### src/hw/sbdac_pkg.sv
// Constants, register map and field layout of the stereo bitstream DAC
// register block. Assumes a 32-bit AXI4-Lite bus with byte addresses.
//
// Notes on behaviour
// - Low halfword is first channel sample.
// - High halfword is second channel sample.
// - Swap bit set exchanges halfwords on write.
// - Swap bit clear stores halfwords unchanged.
// - Control bit 31 enables the converter.
// - Mask bit 28 shows underrun interrupt enabled.
// - Mask bit 29 shows ready interrupt enabled.
// - Enable register ones set mask bits.
// - Disable register ones clear mask bits.
// - Clear register ones clear status flags.
// - Underrun flag sticks until status read, reset.
// - Ready flag sticks until status read.
// - Missing sample within 256 converter cycles underruns.
// - Interrupt when any flag and mask set.
// - Request DMA whenever ready for sample.
package sbdac_pkg;

    // ----------------------------------------------------------------
    // Register offsets (byte addresses)
    // ----------------------------------------------------------------
    localparam logic [7:0] SBDAC_OFS_SAMPLE = 8'h00;
    localparam logic [7:0] SBDAC_OFS_RSVD = 8'h04;
    localparam logic [7:0] SBDAC_OFS_CONTROL = 8'h08;
    localparam logic [7:0] SBDAC_OFS_MASK = 8'h0C;
    localparam logic [7:0] SBDAC_OFS_IEN = 8'h10;
    localparam logic [7:0] SBDAC_OFS_IDIS = 8'h14;
    localparam logic [7:0] SBDAC_OFS_ICLR = 8'h18;
    localparam logic [7:0] SBDAC_OFS_STATUS = 8'h1C;
    localparam logic [7:0] SBDAC_OFS_LAST = 8'h1C;

    // ----------------------------------------------------------------
    // Field positions
    // ----------------------------------------------------------------
    localparam int SBDAC_BIT_EN = 31;
    localparam int SBDAC_BIT_SWAP = 30;
    localparam int SBDAC_BIT_RDY = 29;
    localparam int SBDAC_BIT_UND = 28;

    // ----------------------------------------------------------------
    // Reset values
    // ----------------------------------------------------------------
    localparam logic [31:0] SBDAC_RST_SAMPLE = 32'h0000_0000;
    localparam logic [15:0] SBDAC_RST_CHAN = 16'h0000;

    // ----------------------------------------------------------------
    // Timing: converter tick divider and sample period in ticks
    // ----------------------------------------------------------------
    localparam logic [7:0] SBDAC_CONV_DIV = 8'h10;
    localparam logic [7:0] SBDAC_TICKS_LAST = 8'hFF;

    // ----------------------------------------------------------------
    // Bus responses
    // ----------------------------------------------------------------
    localparam logic [1:0] SBDAC_RESP_OKAY = 2'h0;
    localparam logic [1:0] SBDAC_RESP_SLVERR = 2'h2;

    // Converter sequencing states
    typedef enum logic [0:0]
    {
        SBDAC_CV_IDLE = 1'b0,
        SBDAC_CV_RUN = 1'b1
    } sbdac_cv_t;

endpackage

### src/hw/sbdac_regs.sv
// AXI4-Lite register block of the stereo bitstream DAC: sample holding,
// control, interrupt mask and sticky status, plus the converter pacing.
// Assumes one 200 MHz clock; the converter rate is a divided enable.
//
// Local design decision: the AXI4-Lite slave port.
`timescale 1ns/1ps

module sbdac_regs
    import sbdac_pkg::*;
(
    input wire logic clk, // 200 MHz clock
    input wire logic nrst, // Synchronous reset, active low
    input wire logic [7:0] s_axi_awaddr, // Write address
    input wire logic s_axi_awvalid, // Write address valid
    output logic s_axi_awready, // Write address ready
    input wire logic [31:0] s_axi_wdata, // Write data
    input wire logic [3:0] s_axi_wstrb, // Write byte strobes
    input wire logic s_axi_wvalid, // Write data valid
    output logic s_axi_wready, // Write data ready
    output logic [1:0] s_axi_bresp, // Write response
    output logic s_axi_bvalid, // Write response valid
    input wire logic s_axi_bready, // Write response ready
    input wire logic [7:0] s_axi_araddr, // Read address
    input wire logic s_axi_arvalid, // Read address valid
    output logic s_axi_arready, // Read address ready
    output logic [31:0] s_axi_rdata, // Read data
    output logic [1:0] s_axi_rresp, // Read response
    output logic s_axi_rvalid, // Read data valid
    input wire logic s_axi_rready, // Read data ready
    output logic [15:0] chan_lo_sample, // First channel sample to modulator
    output logic [15:0] chan_hi_sample, // Second channel sample to modulator
    output logic conv_enable, // Converter datapath enable
    output logic sample_strobe, // One pulse per consumed sample pair
    output logic dma_req, // Request for next sample pair
    output logic irq // Interrupt line, active high
);

    import sbdac_pkg::*;

    // ----------------------------------------------------------------
    // State record
    // ----------------------------------------------------------------
    typedef struct packed
    {
        logic aw_have; // Write address captured
        logic [7:0] aw_addr; // Captured write address
        logic w_have; // Write data captured
        logic [31:0] w_data; // Captured write data
        logic [3:0] w_strb; // Captured strobes
        logic awready; // Bus ready flops
        logic wready;
        logic bvalid;
        logic [1:0] bresp;
        logic arready;
        logic rvalid;
        logic [1:0] rresp;
        logic [31:0] rdata;
        logic [31:0] sample; // Holding register, already swapped
        logic pend; // Holding register awaits consumption
        logic en; // Converter enable
        logic swap; // Channel swap
        logic msk_rdy; // Ready interrupt enabled
        logic msk_und; // Underrun interrupt enabled
        logic st_rdy; // Sticky ready flag
        logic st_und; // Sticky underrun flag
        sbdac_cv_t cv; // Converter sequencing state
        logic [7:0] div_cnt; // System cycles within a converter tick
        logic [7:0] tick_cnt; // Converter ticks within a sample period
        logic [15:0] chan_lo; // Samples presented to the modulator
        logic [15:0] chan_hi;
        logic strobe; // Sample consumed pulse
        logic dma; // DMA request level
        logic irq; // Interrupt level
    } sbdac_state_t;

    sbdac_state_t st_r;
    sbdac_state_t st_nxt;

    // Decode helpers
    logic wr_go; // Write performed this cycle
    logic rd_go; // Read address taken this cycle
    logic conv_tick; // One converter clock cycle elapses
    logic sample_tick; // End of a 256-tick sample period
    logic rdy_evt; // Converter can take a new pair
    logic und_evt; // Period ended with no new pair
    logic [31:0] wmask; // Byte strobes widened to bits
    logic [31:0] wval; // Write data after strobes
    logic [31:0] rd_val; // Value selected for a read
    logic rd_ok; // Read address is inside the map
    logic wr_ok; // Write address is inside the map

    // ----------------------------------------------------------------
    // Next state
    // ----------------------------------------------------------------
    // Bus handshakes, converter pacing, flags
    always_comb
    begin
        st_nxt = st_r;
        wr_go = st_r.aw_have && st_r.w_have && !st_r.bvalid;
        rd_go = s_axi_arvalid && st_r.arready;
        wmask = {{8{st_r.w_strb[3]}}, {8{st_r.w_strb[2]}},
                 {8{st_r.w_strb[1]}}, {8{st_r.w_strb[0]}}};
        wval = st_r.w_data & wmask;
        wr_ok = (st_r.aw_addr[1:0] == 2'h0) && (st_r.aw_addr <= SBDAC_OFS_LAST);
        rd_ok = (s_axi_araddr[1:0] == 2'h0) && (s_axi_araddr <= SBDAC_OFS_LAST);
        conv_tick = 1'b0;
        sample_tick = 1'b0;
        rdy_evt = 1'b0;
        und_evt = 1'b0;
        st_nxt.strobe = 1'b0;

        // Write address and data channels, taken in either order
        if (s_axi_awvalid && st_r.awready)
        begin
            st_nxt.aw_have = 1'b1;
            st_nxt.aw_addr = s_axi_awaddr;
        end
        if (s_axi_wvalid && st_r.wready)
        begin
            st_nxt.w_have = 1'b1;
            st_nxt.w_data = s_axi_wdata;
            st_nxt.w_strb = s_axi_wstrb;
        end

        // Write response handshake
        if (st_r.bvalid && s_axi_bready)
        begin
            st_nxt.bvalid = 1'b0;
        end

        // Read data handshake
        if (st_r.rvalid && s_axi_rready)
        begin
            st_nxt.rvalid = 1'b0;
        end

        // Converter pacing; only runs while enabled
        case (st_r.cv)
            SBDAC_CV_IDLE:
            begin
                st_nxt.div_cnt = 8'h00;
                st_nxt.tick_cnt = 8'h00;
                if (st_r.en)
                begin
                    // Holding register may already be full; ask only if empty
                    st_nxt.cv = SBDAC_CV_RUN;
                    rdy_evt = !st_r.pend;
                end
            end
            SBDAC_CV_RUN:
            begin
                conv_tick = (st_r.div_cnt == SBDAC_CONV_DIV - 8'h01);
                sample_tick = conv_tick && (st_r.tick_cnt == SBDAC_TICKS_LAST);
                st_nxt.div_cnt = conv_tick ? 8'h00 : st_r.div_cnt + 8'h01;
                if (conv_tick)
                begin
                    st_nxt.tick_cnt = st_r.tick_cnt + 8'h01;
                end
                if (sample_tick)
                begin
                    if (st_r.pend)
                    begin
                        // Move the pair to the modulator and ask for the next
                        st_nxt.chan_lo = st_r.sample[15:0];
                        st_nxt.chan_hi = st_r.sample[31:16];
                        st_nxt.pend = 1'b0;
                        st_nxt.strobe = 1'b1;
                        rdy_evt = 1'b1;
                    end
                    else
                    begin
                        // Old pair is replayed; software was too late
                        und_evt = 1'b1;
                    end
                end
                if (!st_r.en)
                begin
                    st_nxt.cv = SBDAC_CV_IDLE;
                end
            end
            default:
            begin
                st_nxt.cv = SBDAC_CV_IDLE;
            end
        endcase

        // Register writes; unmapped words and reserved bits are dropped
        if (wr_go)
        begin
            st_nxt.aw_have = 1'b0;
            st_nxt.w_have = 1'b0;
            st_nxt.bvalid = 1'b1;
            st_nxt.bresp = wr_ok ? SBDAC_RESP_OKAY : SBDAC_RESP_SLVERR;
            if (wr_ok)
            begin
                case (st_r.aw_addr)
                    SBDAC_OFS_SAMPLE:
                    begin
                        // A write in the consume cycle wins and stays pending
                        if (st_r.swap)
                        begin
                            st_nxt.sample = ({wval[15:0], wval[31:16]} &
                                {wmask[15:0], wmask[31:16]}) |
                                (st_r.sample & ~{wmask[15:0], wmask[31:16]});
                        end
                        else
                        begin
                            st_nxt.sample = wval | (st_r.sample & ~wmask);
                        end
                        st_nxt.pend = |st_r.w_strb;
                    end
                    SBDAC_OFS_CONTROL:
                    begin
                        if (st_r.w_strb[3])
                        begin
                            st_nxt.en = wval[SBDAC_BIT_EN];
                            st_nxt.swap = wval[SBDAC_BIT_SWAP];
                        end
                    end
                    SBDAC_OFS_IEN:
                    begin
                        st_nxt.msk_rdy = st_r.msk_rdy | wval[SBDAC_BIT_RDY];
                        st_nxt.msk_und = st_r.msk_und | wval[SBDAC_BIT_UND];
                    end
                    SBDAC_OFS_IDIS:
                    begin
                        st_nxt.msk_rdy = st_r.msk_rdy & ~wval[SBDAC_BIT_RDY];
                        st_nxt.msk_und = st_r.msk_und & ~wval[SBDAC_BIT_UND];
                    end
                    SBDAC_OFS_ICLR:
                    begin
                        st_nxt.st_rdy = st_r.st_rdy & ~wval[SBDAC_BIT_RDY];
                        st_nxt.st_und = st_r.st_und & ~wval[SBDAC_BIT_UND];
                    end
                    default:
                    begin
                        // Read-only and reserved words ignore writes
                        st_nxt.pend = st_nxt.pend;
                    end
                endcase
            end
        end

        // Read data selection; reserved bits and words read zero
        rd_val = 32'h0000_0000;
        case (s_axi_araddr)
            SBDAC_OFS_SAMPLE:
            begin
                rd_val = st_r.sample;
            end
            SBDAC_OFS_CONTROL:
            begin
                rd_val[SBDAC_BIT_EN] = st_r.en;
                rd_val[SBDAC_BIT_SWAP] = st_r.swap;
            end
            SBDAC_OFS_MASK:
            begin
                rd_val[SBDAC_BIT_RDY] = st_r.msk_rdy;
                rd_val[SBDAC_BIT_UND] = st_r.msk_und;
            end
            SBDAC_OFS_STATUS:
            begin
                rd_val[SBDAC_BIT_RDY] = st_r.st_rdy;
                rd_val[SBDAC_BIT_UND] = st_r.st_und;
            end
            default:
            begin
                rd_val = 32'h0000_0000;
            end
        endcase

        // Read address taken; reading status clears both flags
        if (rd_go)
        begin
            st_nxt.rvalid = 1'b1;
            st_nxt.rdata = rd_ok ? rd_val : 32'h0000_0000;
            st_nxt.rresp = rd_ok ? SBDAC_RESP_OKAY : SBDAC_RESP_SLVERR;
            if (rd_ok && (s_axi_araddr == SBDAC_OFS_STATUS))
            begin
                st_nxt.st_rdy = 1'b0;
                st_nxt.st_und = 1'b0;
            end
        end

        // New events override any clear in the same cycle
        st_nxt.st_rdy = st_nxt.st_rdy | rdy_evt;
        st_nxt.st_und = st_nxt.st_und | und_evt;

        // Ready flops follow the next holding state
        st_nxt.awready = !st_nxt.aw_have;
        st_nxt.wready = !st_nxt.w_have;
        st_nxt.arready = !st_nxt.rvalid;

        // Request and interrupt levels, registered for clean outputs
        st_nxt.dma = st_nxt.en && !st_nxt.pend;
        st_nxt.irq = (st_nxt.st_rdy && st_nxt.msk_rdy) ||
                     (st_nxt.st_und && st_nxt.msk_und);
    end

    // ----------------------------------------------------------------
    // State register
    // ----------------------------------------------------------------
    // Synchronous reset to constants only
    always_ff @(posedge clk)
    begin
        if (!nrst)
        begin
            st_r <= '0;
            st_r.awready <= 1'b1;
            st_r.wready <= 1'b1;
            st_r.arready <= 1'b1;
            st_r.sample <= SBDAC_RST_SAMPLE;
            st_r.chan_lo <= SBDAC_RST_CHAN;
            st_r.chan_hi <= SBDAC_RST_CHAN;
            st_r.cv <= SBDAC_CV_IDLE;
        end
        else
        begin
            st_r <= st_nxt;
        end
    end

    // ----------------------------------------------------------------
    // Outputs, each straight from the state register
    // ----------------------------------------------------------------
    assign s_axi_awready = st_r.awready;
    assign s_axi_wready = st_r.wready;
    assign s_axi_bvalid = st_r.bvalid;
    assign s_axi_bresp = st_r.bresp;
    assign s_axi_arready = st_r.arready;
    assign s_axi_rvalid = st_r.rvalid;
    assign s_axi_rresp = st_r.rresp;
    assign s_axi_rdata = st_r.rdata;
    assign chan_lo_sample = st_r.chan_lo;
    assign chan_hi_sample = st_r.chan_hi;
    assign conv_enable = st_r.en;
    assign sample_strobe = st_r.strobe;
    assign dma_req = st_r.dma;
    assign irq = st_r.irq;

endmodule

### config.mk
export PLATFORM = sky130hd
export DESIGN_NAME = sbdac_regs
export DESIGN_NICKNAME = d
export VERILOG_FILES = /design/src/hw/sbdac_pkg.sv /design/src/hw/sbdac_regs.sv
export SDC_FILE = /design/constraint.sdc
export NUM_CORES = 1
export LEC_CHECK = 0
export BUFFER_PORTS_ARGS = -buffer_cell sky130_fd_sc_hd__buf_2
export CAP_MARGIN = 20
export CORE_MARGIN = 3
export CORE_UTILIZATION = 29
export CTS_BUF_LIST = sky130_fd_sc_hd__clkbuf_16
export DETAILED_ROUTE_END_ITERATION = 16
export PLACE_DENSITY = 0.56
export SLEW_MARGIN = 20
export SYNTH_ARGS = -nofsm -noshare
export SYNTH_HDL_FRONTEND = slang
export SYNTH_SLANG_ARGS = --single-unit
### constraint.sdc
create_clock -name clk -period 2.24 [get_ports clk]
set_input_delay 0.224 -clock clk [delete_from_list [all_inputs] [get_ports clk]]
set_output_delay 0.224 -clock clk [all_outputs]
set_load 0.05 [all_outputs]
==> run_results.csv <==
group,metric,value,unit
placement,hpwl,14.3,mm
drt,wire_per_inst,15.5,um
pwr,ir_drop,0.452,mV
logic_synthesis,synth-async-reset-ratio,0,
logic_synthesis,postSynthCellCount,903,
global_routing,grt_pass1_wl,31.0,mm
die,pin_count,136,
worst_setup_path,path_class,"reg -> reg",
worst_setup_path,cp_cell_sequence,"or4_1 > nor4_2 > buf_4 > and2_2 > buf_12 > nand2_1 > a21oi_1",
finish,diodes,0,
worst_setup_path,endpoint_kind,"flip-flop",
die,start_util,0.299,
drt,drtIter0Drc,547,
worst_setup_path,startpoint,"st_r[47]",
worst_setup_path,required,2590,ps
die,rows,57,
finish,seq_area,3530,um^2
logic_synthesis,yosysSeqAreaShare,0.479,
logic_synthesis,synth_flop_cell,"dfxtp_1",
sta,rsz0062_at_grt,"false",
logic_synthesis,yosysTopAreaCell,"dfxtp_1",
drt,drc,0,
drt,drt_pass1_iterations,5,
worst_setup_path,critPathArrivalTime,2470,ps
sta,fmax,0.473,GHz
global_routing,antenna_found_initial,1,
sta,finalHoldViolCount,0,
placement,dpl.cell_count,1259,
clocking,cts_buffer_depth,2,
pwr,p_leak,3.53,nW
logic_synthesis,yosysUniqueCellTypes,47,
logic_synthesis,yosysMostFrequentCell,"nand2_1",
finish,nets,1015,
placement,gp_congestion,0.816,
clocking,cts-root-buf,"clkbuf_16",
worst_setup_path,cp_max_fo,32,
drt,vias_per_cell,4.66,
logic_synthesis,yosysWarningCount,0,
job,cap_violations,0,
sta,fin_tns_setup,0,ps
die,die_area,27300,um^2
logic_synthesis,yosys-top-cells-area,"dfxtp_1, nand2_1, buf_4, a21oi_1, mux2i_1",
sta,finalClockSkew,10.0,ps
drt,ant_nets,0,
pwr,power_density,776,nW/um^2
finish,n_fill_cell,2637,
die,core_area,24600,um^2
logic_synthesis,synthTopCellsByCount,"nand2_1, dfxtp_1, nor2_1",
clocking,numCtsBuffers,17,
finish,multi_input_comb_area,3090,um^2
global_routing,grt_max_degree,73,
sta,final-max-slew-violation-count,0,
worst_setup_path,path_delay_family,"simple AND/OR/NAND/NOR gates",
global_routing,track_usage,0.147,
clocking,cts_max_level,4,
finish,drive_gt1_frac,0.210,
clocking,cts.sinks,176,
drt,via_count,6010,
drt,drt_wl_total,20.0,mm
logic_synthesis,synth_top_area_share,0.479,
status,outcome,"finished clean",
worst_setup_path,crit_slowest_cell,"or4_1",
clocking,cts_hold_buf,0,
logic_synthesis,ys_ff_latch,176,
sta,min_period,2110,ps
sta,finalSetupViolCount,0,
clocking,path_clk_slew,70,ps
placement,port-buffer-count,133,
die,dieHeight,165,um
global_routing,grt_overflow,0,
die,die_w,165,um
worst_setup_path,crit_path_start_kind,"flip-flop",
finish,area_growth,15.8,%
sta,slew_headroom,0.636,
sta,fin_crit_sh,0.943,
worst_setup_path,path_buf_inv,2,
worst_setup_path,slowest_delay,590,ps
global_routing,first_global_vias,5594,
clocking,clk_latency,430,ps
logic_synthesis,avgSynthCellArea,8.15,um^2
sta,worst_pin_slew,544,ps
worst_setup_path,timing.rr.start,"st_r[47]",
finish,instances_no_fill,1291,
logic_synthesis,netlist_area,7360,um^2
min_path,min_from,"s_axi_wdata[15]",
clocking,cts_tree,"built",
logic_synthesis,synth_edf_count,0,
min_path,hold_class,"in -> reg",
-- final timing paths --
path                  endpoint  slack (ps)  depth (start not counted)
max          chan_hi_sample[5]         130                          7
max reg2reg  chan_hi_sample[5]         130                          7
min                  st_r[151]          30                          3
min reg2reg  chan_hi_sample[8]         450                          2
-- layout make-up --
cell class	count	share of cell area
multi-input cells	596	0.362
clock inverters	15	0.0188
inverters	10	0.00470
well taps	324	0.0476
flip-flops and latches	176	0.414
repair buffers	153	0.103
clock buffers	17	0.0499
-- placed cells by master (no fill, tap or decap), types with 3 or more instances in the layout --
cell	count
buf_12	5
xnor2_1	7
and2_1	9
mux2i_1	34
and2_2	3
a22oi_1	28
clkinvlp_4	5
nand3_1	38
a31oi_1	3
or3_1	4
or2_2	3
clkbuf_16	17
o41ai_1	3
dfxtp_1	174
nor2_1	85
inv_1	10
a21oi_1	79
mux2_2	6
buf_4	15
inv_6	4
xor2_1	5
nor3_1	4
nand2_1	209
o21ai_0	38
nor4_1	4
buf_2	133
and3_1	3
nand4_1	5
-- per-layer routing --
metal | up-vias | GRT usage | share of wire
met2 | 136 | 0.235 | 0.46
met1 | 2801 | 0.205 | 0.49
met4 | 0 | 0.0367 | 0.0074
met3 | 15 | 0.0294 | 0.044
met5 | - | 0 | 0
li1 | 3058 | - | -
-- worst register-to-register path, stage by stage, from the launching register on --
cell and delay (ps):
dfxtp_1 370, or4_1 590, nor4_2 280, buf_4 170, and2_2 190, buf_12 220, nand2_1 100, a21oi_1 130
-- where the power goes --
group / internal [W] / total [W] / switching (W)
logic: 0.000127 / 0.000387 / 0.000260
clock network: 0.00166 / 0.00298 / 0.00132
registers: 0.00319 / 0.00325 / 0.0000543
-- logic make-up (layout without fill, tap and decap cells) --
| logic type | after synthesis | after routing | share of synthesized area |
|---|---|---|---|
| muxes | 40 | 40 | 0.0554 |
| xor gates and xnor gates | 12 | 12 | 0.0143 |
| adders and majority gates | 2 | 2 | 0.00340 |
| and+or+nand+nor | 380 | 380 | 0.220 |
| DFF | 176 | 176 | 0.479 |
| AOI/OAI and AO/OA | 160 | 160 | 0.125 |
| other | 1 | 2 | 0.000509 |
| buffers and inverters | 132 | 195 | 0.104 |
-- per-stage QoR --
stage	hold WS, ps	cell area, um^2	total power, W	util	worst slack, ps
floorplan	360	7370	0.00355	-	69.0
global placement	430	7930	0.00371	0.322	151
detailed placement	444	7930	0.00371	0.322	140
finish	27.6	8520	0.00661	0.346	127
global route	22.3	8520	0.00688	0.346	12.3
CTS	20.4	8520	0.00669	0.346	122
-- what timing repair did --
action,CTS,global route
setup endpoints to repair,0,1
resized for setup,0,1
buffers inserted,0,0
(Power assumes the default switching activity.)
